File: config.mk
export PLATFORM = sky130hd
export DESIGN_NAME = crt_horizontal_timing_regs
export DESIGN_NICKNAME = d
export VERILOG_FILES = /design/src/crt_horizontal_timing_regs.v
export VERILOG_INCLUDE_DIRS = /design/src
export SDC_FILE = /design/constraint.sdc
export NUM_CORES = 1
export LEC_CHECK = 0
export BUFFER_PORTS_ARGS = -buffer_cell sky130_fd_sc_hd__buf_2
export CORE_MARGIN = 1
export CORE_UTILIZATION = 35
export DETAILED_ROUTE_END_ITERATION = 7
export GPL_TIMING_DRIVEN = 1
export HOLD_SLACK_MARGIN = 0.05
export PLACE_DENSITY = 0.64
export SYNTH_ARGS = -nofsm -noshare
export SYNTH_HDL_FRONTEND = slang
export SYNTH_SLANG_ARGS = --single-unit
File: constraint.sdc
create_clock -name clock_i -period 2.6 [get_ports clock_i]
set_input_delay 0.13 -clock clock_i [delete_from_list [all_inputs] [get_ports clock_i]]
set_output_delay 0.13 -clock clock_i [all_outputs]
set_load 0.05 [all_outputs]
File: src/crt_htiming_defs.vh
`ifndef CRT_HTIMING_DEFS_VH
`define CRT_HTIMING_DEFS_VH

// ----------------------------------------------------------------------
// Host I/O port addresses.
// ----------------------------------------------------------------------
`define IDX_PORT_MONO   16'h03B4
`define DATA_PORT_MONO  16'h03B5
`define IDX_PORT_COLOR  16'h03D4
`define DATA_PORT_COLOR 16'h03D5

// ----------------------------------------------------------------------
// Indexed register numbers.
// ----------------------------------------------------------------------
`define IDX_HTOTAL      6'h00
`define IDX_HDISP_END   6'h01
`define IDX_HBLANK_ST   6'h02
`define IDX_HBLANK_END  6'h03
`define IDX_HSYNC_ST    6'h04
`define IDX_HSYNC_END   6'h05
`define IDX_HOVERFLOW   6'h3F
`define IDX_PROT_LAST   6'h05
`define IDX_KEY_FREE_HI 6'h18
`define IDX_KEY_EXEMPT0 6'h33
`define IDX_KEY_EXEMPT1 6'h35

// ----------------------------------------------------------------------
// Field positions.
// ----------------------------------------------------------------------
`define SEL_MSB         5
`define SKEW_MSB        6
`define SKEW_LSB        5
`define END_MSB         4
`define HBE_TOP_BIT     7
`define OVF_HTOTAL_BIT  0
`define OVF_HBLANK_BIT  2
`define OVF_HSYNC_BIT   4

// ----------------------------------------------------------------------
// Reset values and timing counts.
// ----------------------------------------------------------------------
`define REG_RESET       8'h00
`define SEL_RESET       6'h00
`define HTOTAL_ADD_VGA  10'h004
`define HTOTAL_ADD_EGA  10'h001
`define DOTS_LAST_8     4'h7
`define DOTS_LAST_9     4'h8
`define HCOUNT_TOP      9'h1FF

`endif

File: src/crt_horizontal_timing_regs.v
// Summary of operation
// - Index port holds six-bit selector choosing data-port register; bits 7:6 reserved.
// - Ports decode at 3B4/3B5 mono or 3D4/3D5 colour, per emulation bit.
// - Line length is horizontal total plus 5 (VGA) or plus 2 (EGA), capped at 512 characters.
// - Character width is 8 or 9 pixel clocks, chosen by sequencer bit.
// - Display enable ends after counter equals display end; shows value plus one.
// - Blanking starts when the counter equals the blank start value.
// - Blank-end bits 6:5 skew display enable by zero to three characters.
// - EGA blanking ends at first five-bit match after blanking starts.
// - Horizontal sync starts when counter equals the sync start value.
// - Sync-end bits 6:5 skew the sync output by zero to three characters.
// - Sync ends at first five-bit match with counter after sync starts.
// - While protection is active, writes to indices 0 to 5 are ignored.
// - Writes above index 18, except 33 and 35, need the unlock key.
// - Total, blank start and sync start gain bit 8 from overflow register.
`timescale 1ns/100ps
`include "crt_htiming_defs.vh"

module crt_horizontal_timing_regs (
  input  wire       clock_i,
  input  wire       srst_i,
  input  wire [15:0] io_addr_i,
  input  wire       io_wr_i,
  input  wire       io_rd_i,
  input  wire [7:0] io_wdata_i,
  output reg  [7:0] io_rdata_o,
  output reg        io_rack_o,
  input  wire       color_emul_i,
  input  wire       vga_mode_i,
  input  wire       char_8dot_i,
  input  wire       wr_protect_i,
  input  wire       ext_key_i,
  output wire       char_tick_o,
  output reg  [8:0] hcount_o,
  output reg        line_end_o,
  output reg        hdisp_en_o,
  output reg        hblank_o,
  output reg        hsync_o
);

  // --------------------------------------------------------------------
  // Register storage.
  // --------------------------------------------------------------------
  reg [5:0] sel_r;
  reg [7:0] htotal_r;
  reg [7:0] hdisp_end_r;
  reg [7:0] hblank_st_r;
  reg [7:0] hblank_end_r;
  reg [7:0] hsync_st_r;
  reg [7:0] hsync_end_r;
  reg [7:0] hoverflow_r;

  // --------------------------------------------------------------------
  // Port decode.
  // --------------------------------------------------------------------
  wire [15:0] idx_port;
  wire [15:0] data_port;
  wire        idx_hit;
  wire        data_hit;
  wire        is_prot;
  wire        needs_key;
  wire        wr_ok;
  wire        data_wr;

  assign idx_port  = color_emul_i ? `IDX_PORT_COLOR : `IDX_PORT_MONO;
  assign data_port = color_emul_i ? `DATA_PORT_COLOR : `DATA_PORT_MONO;
  assign idx_hit   = (io_addr_i == idx_port);
  assign data_hit  = (io_addr_i == data_port);

  assign is_prot   = (sel_r <= `IDX_PROT_LAST);
  assign needs_key = (sel_r > `IDX_KEY_FREE_HI) && (sel_r != `IDX_KEY_EXEMPT0) &&
                     (sel_r != `IDX_KEY_EXEMPT1);
  assign wr_ok     = !(is_prot && wr_protect_i) && !(needs_key && !ext_key_i);
  assign data_wr   = io_wr_i && data_hit && wr_ok;

  // --------------------------------------------------------------------
  // Register writes.
  // --------------------------------------------------------------------
  always @(posedge clock_i) begin
    if (srst_i) begin
      sel_r        <= `SEL_RESET;
      htotal_r     <= `REG_RESET;
      hdisp_end_r  <= `REG_RESET;
      hblank_st_r  <= `REG_RESET;
      hblank_end_r <= `REG_RESET;
      hsync_st_r   <= `REG_RESET;
      hsync_end_r  <= `REG_RESET;
      hoverflow_r  <= `REG_RESET;
    end else begin
      if (io_wr_i && idx_hit) begin
        sel_r <= io_wdata_i[`SEL_MSB:0];
      end
      if (data_wr) begin
        case (sel_r)
          `IDX_HTOTAL:     htotal_r     <= io_wdata_i;
          `IDX_HDISP_END:  hdisp_end_r  <= io_wdata_i;
          `IDX_HBLANK_ST:  hblank_st_r  <= io_wdata_i;
          `IDX_HBLANK_END: hblank_end_r <= io_wdata_i;
          `IDX_HSYNC_ST:   hsync_st_r   <= io_wdata_i;
          `IDX_HSYNC_END:  hsync_end_r  <= io_wdata_i;
          `IDX_HOVERFLOW:  hoverflow_r  <= io_wdata_i;
          default: begin
          end
        endcase
      end
    end
  end

  // --------------------------------------------------------------------
  // Register reads.
  // --------------------------------------------------------------------
  reg [7:0] rd_mux;

  always @* begin
    rd_mux = 8'h00;
    if (idx_hit) begin
      rd_mux = {2'b00, sel_r};
    end else if (data_hit) begin
      case (sel_r)
        `IDX_HTOTAL:     rd_mux = htotal_r;
        `IDX_HDISP_END:  rd_mux = hdisp_end_r;
        `IDX_HBLANK_ST:  rd_mux = hblank_st_r;
        `IDX_HBLANK_END: rd_mux = hblank_end_r;
        `IDX_HSYNC_ST:   rd_mux = hsync_st_r;
        `IDX_HSYNC_END:  rd_mux = hsync_end_r;
        `IDX_HOVERFLOW:  rd_mux = hoverflow_r;
        default:         rd_mux = 8'h00;
      endcase
    end
  end

  always @(posedge clock_i) begin
    if (srst_i) begin
      io_rdata_o <= 8'h00;
      io_rack_o  <= 1'b0;
    end else begin
      io_rack_o <= io_rd_i && (idx_hit || data_hit);
      if (io_rd_i) begin
        io_rdata_o <= rd_mux;
      end
    end
  end

  // --------------------------------------------------------------------
  // Character clock.
  // --------------------------------------------------------------------
  reg  [3:0] dot_r;
  wire [3:0] dot_last;
  wire       tick;

  assign dot_last    = char_8dot_i ? `DOTS_LAST_8 : `DOTS_LAST_9;
  assign tick        = (dot_r >= dot_last);
  assign char_tick_o = tick;

  always @(posedge clock_i) begin
    if (srst_i) begin
      dot_r <= 4'h0;
    end else if (tick) begin
      dot_r <= 4'h0;
    end else begin
      dot_r <= dot_r + 4'h1;
    end
  end

  // --------------------------------------------------------------------
  // Horizontal character counter.
  // --------------------------------------------------------------------
  wire [8:0] total9;
  wire [8:0] bstart9;
  wire [8:0] sstart9;
  wire [9:0] last_cnt;
  wire       at_end;
  wire       at_top;
  wire       wrap;
  reg  [8:0] hcount_nxt;
  reg        line_end_nxt;

  assign total9   = {hoverflow_r[`OVF_HTOTAL_BIT], htotal_r};
  assign bstart9  = {hoverflow_r[`OVF_HBLANK_BIT], hblank_st_r};
  assign sstart9  = {hoverflow_r[`OVF_HSYNC_BIT], hsync_st_r};
  assign last_cnt = {1'b0, total9} + (vga_mode_i ? `HTOTAL_ADD_VGA : `HTOTAL_ADD_EGA);
  assign at_end   = ({1'b0, hcount_o} >= last_cnt);
  assign at_top   = (hcount_o == `HCOUNT_TOP);
  assign wrap     = at_end || at_top;

  always @* begin
    hcount_nxt   = hcount_o;
    line_end_nxt = 1'b0;
    if (tick) begin
      line_end_nxt = wrap;
      if (wrap) begin
        hcount_nxt = 9'h000;
      end else begin
        hcount_nxt = hcount_o + 9'h001;
      end
    end
  end

  // --------------------------------------------------------------------
  // Counter registers.
  // --------------------------------------------------------------------
  // counter state update
  always @(posedge clock_i) begin
    if (srst_i) begin
      hcount_o   <= 9'h000;
      line_end_o <= 1'b0;
    end else begin
      hcount_o   <= hcount_nxt;
      line_end_o <= line_end_nxt;
    end
  end

  // --------------------------------------------------------------------
  // Raw display enable, blanking and sync.
  // --------------------------------------------------------------------
  reg        de_raw_r;
  reg        sync_raw_r;
  wire [5:0] hbe6;
  wire       blank_match;
  wire       sync_match;

  assign hbe6 = {hsync_end_r[`HBE_TOP_BIT], hblank_end_r[`END_MSB:0]};
  assign blank_match = vga_mode_i ? (hcount_o[5:0] == hbe6) :
                       (hcount_o[4:0] == hblank_end_r[`END_MSB:0]);
  assign sync_match  = (hcount_o[4:0] == hsync_end_r[`END_MSB:0]);

  always @(posedge clock_i) begin
    if (srst_i) begin
      de_raw_r   <= 1'b0;
      hblank_o   <= 1'b0;
      sync_raw_r <= 1'b0;
    end else if (tick) begin
      if (wrap) begin
        de_raw_r <= 1'b1;
      end else if (hcount_o == {1'b0, hdisp_end_r}) begin
        de_raw_r <= 1'b0;
      end
      if (hblank_o) begin
        if (blank_match) begin
          hblank_o <= 1'b0;
        end
      end else if (hcount_o == bstart9) begin
        hblank_o <= 1'b1;
      end
      if (sync_raw_r) begin
        if (sync_match) begin
          sync_raw_r <= 1'b0;
        end
      end else if (hcount_o == sstart9) begin
        sync_raw_r <= 1'b1;
      end
    end
  end

  // --------------------------------------------------------------------
  // Skew delay lines.
  // --------------------------------------------------------------------
  reg [3:0] de_pipe_r;
  reg [3:0] sync_pipe_r;

  always @(posedge clock_i) begin
    if (srst_i) begin
      de_pipe_r   <= 4'h0;
      sync_pipe_r <= 4'h0;
      hdisp_en_o  <= 1'b0;
      hsync_o     <= 1'b0;
    end else begin
      if (tick) begin
        de_pipe_r   <= {de_pipe_r[2:0], de_raw_r};
        sync_pipe_r <= {sync_pipe_r[2:0], sync_raw_r};
      end
      hdisp_en_o <= de_pipe_r[hblank_end_r[`SKEW_MSB:`SKEW_LSB]];
      hsync_o    <= sync_pipe_r[hsync_end_r[`SKEW_MSB:`SKEW_LSB]];
    end
  end

endmodule // crt_horizontal_timing_regs

Word level (Yosys, flattened, before mapping)
Index checks and enable logic that the tools add are counted.
Widths: inputs -> output; s select.
{"block": "word_totals", "ff_bits": 98, "latchBits": 0, "ram_bits": 0, "mem_bits_ro": 0, "inputBits": 33, "out_inout_bits": 23, "elab_cells": 94, "n_memories": 0}
{"block": "classes", "add_sub_neg": 3, "mul": 0, "div": 0, "magnitude_cmp": 6, "n_eq_ne": 17, "shift": 0, "n_mux": 21, "n_bitwise": 1, "reduce_logical": 26}
{"cell": "$pmux 8 s7", "count": 1}
{"cell": "$eq 16x10->1", "count": 2}
{"cell": "$eq 9x9->1", "count": 2}
{"cell": "$mux 8", "count": 2}
{"cell": "$reduce_and 2->1", "count": 8}
{"cell": "$mux 7", "count": 2}
{"cell": "$eq 6x2->1 const B", "count": 2}
{"cell": "$eq 6x3->1 const B", "count": 2}
{"cell": "$ne 6x6->1 const B", "count": 2}
{"cell": "$mux 1", "count": 11}
{"cell": "$add 9x3->10", "count": 1}
{"cell": "$eq 5x5->1", "count": 2}
{"cell": "$ge 9x10->1", "count": 1}
{"cell": "$add 9x1->9 const B", "count": 1}
{"cell": "$eq 9x8->1", "count": 1}
{"cell": "$eq 9x9->1 const B", "count": 1}
{"cell": "$logic_and 1x1->1", "count": 9}
{"cell": "$mux 9", "count": 1}
{"cell": "$eq 6x1->1 const B", "count": 1}
{"cell": "$eq 6x6->1", "count": 1}
{"cell": "$eq 6x6->1 const B", "count": 1}
{"cell": "$gt 6x5->1 const B", "count": 1}
{"cell": "$le 6x3->1 const B", "count": 1}
{"cell": "$logic_not 6->1", "count": 1}
{"cell": "other kinds (11)", "count": 17}

Longest topological paths before layout
{"block": "depth", "depth_word": 8, "ltp_mapped": 13, "mapped_depth_nobuf": 12}

Worst setup path after synthesis
No wires, ideal clock.
{"block": "synth_path", "path_type": "register to register", "start": "register htotal_r[2]", "end": "register de_raw_r", "setup_time_ns": 0.115, "arrival_ns": 2.642, "required_ns": 2.485, "slack_ns": -0.156, "stages_incl_launch_ff": 12, "n_path_buf": 1, "period_less_slack_ns": 2.756, "cell_sequence": "dfxtp_1 -> ha_1 -> a31oi_1 -> nor2_1 -> xnor2_1 -> ha_1 -> a2111oi_0 -> o21ai_0 -> a21oi_1 -> clkbuf_1 -> nor3_1 -> o21a_1"}
{"block": "synth_via", "elab_chain_len": 5, "word_cells_on_any_way": 6, "classes_between": "1 x add/sub; 1 x order compare; 1 x mux; 3 x reduce/logical"}
{"item": "from (decl)", "line_no": "crt_horizontal_timing_regs.v:45", "source": "reg [7:0] htotal_r;"}
{"item": "from (signal assigned)", "line_no": "crt_horizontal_timing_regs.v:82", "source": "htotal_r <= `REG_RESET;"}
{"item": "from (signal assigned)", "line_no": "crt_horizontal_timing_regs.v:95", "source": "`IDX_HTOTAL: htotal_r <= io_wdata_i;"}
{"item": "$add 9x3->10 *", "line_no": "crt_horizontal_timing_regs.v:181", "source": "assign last_cnt = {1'b0, total9} + (vga_mode_i ? `HTOTAL_ADD_VGA : `HTOTAL_ADD_EGA);"}
{"item": "$ge 9x10->1 *", "line_no": "crt_horizontal_timing_regs.v:182", "source": "assign at_end = ({1'b0, hcount_o} >= last_cnt);"}
{"item": "$logic_or 1x1->1 *", "line_no": "crt_horizontal_timing_regs.v:184", "source": "assign wrap = at_end || at_top;"}
{"item": "$reduce_bool 2->1 (no source line)"}
{"item": "$reduce_and 2->1 (no source line)"}
{"item": "to (signal assigned)", "line_no": "crt_horizontal_timing_regs.v:229", "source": "de_raw_r <= 1'b0;"}
{"item": "to (signal assigned)", "line_no": "crt_horizontal_timing_regs.v:234", "source": "de_raw_r <= 1'b1;"}
{"item": "to (signal assigned)", "line_no": "crt_horizontal_timing_regs.v:236", "source": "de_raw_r <= 1'b0;"}
{"item": "to (decl)", "line_no": "crt_horizontal_timing_regs.v:216", "source": "reg de_raw_r;"}
Every way passes the cells marked *; elsewhere a longest branch is shown, timed or not.
A chain may end at the register's enable or synchronous reset.

Final worst setup path
{"block": "layout_path", "start": "register htotal_r[2]", "end": "register hcount_o[3]"}
{"block": "layout_via", "elab_chain_len": 4}
{"item": "$add 9x3->10", "line_no": "crt_horizontal_timing_regs.v:181"}
{"item": "$ge 9x10->1", "line_no": "crt_horizontal_timing_regs.v:182"}
{"item": "$logic_or 1x1->1", "line_no": "crt_horizontal_timing_regs.v:184"}
{"item": "$mux 9", "line_no": "crt_horizontal_timing_regs.v:191", "source": "if (wrap) begin"}
{"item": "to (signal assigned)", "line_no": "crt_horizontal_timing_regs.v:208", "source": "hcount_o <= hcount_nxt;"}
{"item": "to (decl)", "line_no": "crt_horizontal_timing_regs.v:34", "source": "output reg [8:0] hcount_o,"}
Every way passes these cells.

==> results.py <==
metrics = {
    "global_route": {
        "grt-ovfl-total": 0,
        "grt.total_usage_pct": 18.8,
        "grt_max_degree": 43,
        "use_met1_pct": 24.4,
        "grt_pass1_vias": 4253,
        "grt.busiest_layer": "met2",
        "grt_first_pass_wirelength_um": 21800,
        "use_met2_pct": 30.8,
        "antenna_found_initial": 0,
        "met3_usage_pct": 3.18,
    },
    "synth": {
        "synth_seq_cells": 98,
        "synth_nets": 602,
        "yosysTopAreaCell": "dfxtp_1",
        "ys_seq_area_share_pct": 38.4,
        "synth-simple-area-share_pct": 17.6,
        "synth_edf_count": 0,
        "synth.distinct_cells": 57,
        "synthMuxAreaShare_pct": 16.3,
        "synth_top_family_by_area": "simple AND/OR/NAND/NOR gates",
        "postSynthCellCount": 550,
        "synth_top_area_share_pct": 38.4,
        "async_flop_share_pct": 0,
        "synth_area_per_cell_um2": 9.30,
        "yosysWarnings": 0,
        "synth_xor_area_share_pct": 7.88,
        "syn_area_mm2": 0.00511,
        "synth-compound-area-share_pct": 11.9,
        "ys_top_cells_by_area": "dfxtp_1 38%, mux2i_1 12%, nand2_1 7.5%",
        "synth_flop_cell": "dfxtp_1",
        "synthAdderAreaFrac_pct": 4.65,
    },
    "setup_path": {
        "cp_common_cell": "o211ai_1",
        "path_cells": "ha_4, a21o_1, nand4_1, xor2_1, ha_1, a2111oi_2, o21ai_1, a21oi_2, o211ai_1, buf_4, o211ai_1",
        "start_kind": "flip-flop",
        "criticalPathCategory": "reg -> reg",
        "max_stage_delay_ps": 350,
        "rr_worst_depth": 11,
        "required_ps": 2870,
        "cp-end-kind": "flip-flop",
        "arrival_ps": 2740,
        "slowest_stage": "dfxtp_2",
        "cp_max_fo": 3,
    },
    "timing": {
        "max_slew_margin_pct": 38.8,
        "worstMarginPinSlew_ps": 917,
        "fin_crit_ps": 2480,
        "holdWs_ps": 57.6,
        "fmax_mhz": 404,
        "worst_clock_skew_ps": 10.6,
        "setup_violations": 0,
        "tns_ps": 0,
        "drv_slew": 0,
        "hold_viol_final": 0,
        "post-route-period-util_pct": 95.3,
    },
    "job": {
        "drv_cap": 0,
    },
    "drt": {
        "num_vias": 4358,
        "postRouteAntennaNets": 0,
        "avgViaCountPerCell": 5.41,
        "drtIter0Drc": 257,
        "totalWireLength_um": 13700,
        "first_pass_iters": 4,
        "routedWlPerCell_um": 17.0,
        "remaining_drc_errors": 0,
    },
    "min_path": {
        "min_path_cells": 3,
        "hold_path_class": "in -> reg",
    },
    "clocking": {
        "path_clk_slew_ps": 70,
        "clock_latency_ps": 340,
        "cts_tree": "yes",
        "cts-root-buf": "clkbuf_16",
        "h-tree-depth": 3,
        "cts_made_buffers": 9,
        "clock_sinks": 98,
        "cts_buffer_depth": 2,
    },
    "finish": {
        "final_util_pct": 43.9,
        "antenna_cells": 0,
        "drive_gt1_share_pct": 21.9,
        "mostFrequentLayoutCells": "102 x nand2_1, 96 x dfxtp_1, 62 x mux2i_1",
        "final_common_cell": "nand2_1",
        "final_cells": 806,
        "area_delta_synth_final_pct": 20.5,
        "final_nets": 673,
    },
    "place": {
        "place.gp.congestion": 0.847,
        "dp_hpwl_um": 10000,
        "numPortBuffers": 55,
        "placedCellCount": 782,
    },
    "power": {
        "vdd_drop_max_mv": 0.357,
        "p_per_area_mw_per_mm2": 513,
        "leakage_nw": 2.81,
    },
    "run_status": {
        "status": "finished, final reports clean",
    },
    "die": {
        "die-area_mm2": 0.0151,
        "core_mm2": 0.0140,
        "ios": 56,
        "start_util_pct": 36.4,
        "std_cell_rows": 43,
        "fp.dieW_um": 123,
        "die_y_um": 123,
    },
}
[worst max-delay path: cells and delay by family, from the launching register on]
family	cells	cell delay, ps
xor+xnor	1	150
compound gates	6	1120
simple gates	1	120
buf+inv	1	190
flops	1	350
fa+ha+maj	2	470
[cell type report]
| cell class | count | area, um^2 |
|---|---|---|
| multi-input combinational | 410 | 3050 |
| inverter | 9 | 33.8 |
| clock buffer | 9 | 225 |
| sequential | 98 | 1960 |
| timing repair buffer | 93 | 578 |
| tap | 180 | 225 |
| fill | 1336 | 7880 |
| clock inverter | 7 | 86.3 |
[per-layer routing]
metal,part of all wire [%],routed length (um)
met5,0,0
met4,2.0,267
met3,4.7,642
met2,50,6860
met1,43,5900
[cell usage after synthesis (9+ instances only)]
master    instances
o21ai_0          15
xnor2_1          21
nor2_1           19
a22o_1           10
dfxtp_1          98
mux4_2            9
nand2_1         102
nor3_1           10
a21oi_1          16
clkbuf_1         26
ha_1             19
mux2i_1          62
o211ai_1         13
xor2_1           25
[logic make-up (layout without fill, tap and decap cells)]
| logic type | Yosys count | count (layout) |
|---|---|---|
| simple gates | 188 | 188 |
| buf+inv | 42 | 118 |
| mux | 72 | 72 |
| compound gates | 85 | 85 |
| fa+ha+maj | 19 | 19 |
| flops | 98 | 98 |
| xor+xnor | 46 | 46 |
[sequential cells by signal (all words and copies together) (netlist names)]
name	flops
hsync_st_r	8
hcount_o	9
sync_raw_r	1
io_rdata_o	8
hsync_end_r	8
hblank_st_r	8
de_raw_r	1
hblank_o	1
hoverflow_r	8
de_pipe_r	4
hdisp_en_o	1
hsync_o	1
hdisp_end_r	8
sync_pipe_r	4
htotal_r	8
line_end_o	1
sel_r	6
dot_r	4
io_rack_o	1
hblank_end_r	8
[what timing repair did]
action                                  in CTS  in global routing
buffers inserted                             0                  1
hold endpoints to repair                     8                  0
endpoints found under the setup margin       4                 10
resized for setup                            3                  9
hold buffers                                 7                  0
pin swaps                                    0                  5
[per-stage QoR]
stage          cell area [um^2]  setup WS, ps  power, W
2_1_floorplan              5130          49.0   0.00171
3_3_place_gp               5720           101   0.00180
3_5_place_dp               5720         -59.0   0.00181
4_1_cts                    6110          11.4   0.00319
5_1_grt                    6160         -15.7   0.00329
6_report                   6160           122   0.00316
[power breakdown]
group,internal (W),switching (W)
sequential,0.00151,0.0000126
clock,0.000763,0.000614
combinational,0.0000925,0.000166
total,0.00237,0.000793
[final timing paths]
path / slack, ps / start / end
worst max register to register: 120 / htotal_r[2]$_SDFFE_PP0P_ / hcount_o[3]$_SDFFE_PP0P_
worst min-delay path: 60 / io_wdata_i[1] / sel_r[1]$_SDFFE_PP0P_
worst max-delay path: 120 / htotal_r[2]$_SDFFE_PP0P_ / hcount_o[3]$_SDFFE_PP0P_
worst min register to register: 450 / io_rdata_o[6]$_SDFFE_PP0P_ / io_rdata_o[6]$_SDFFE_PP0P_
No activity file was read; power rests on OpenSTA's default activity.
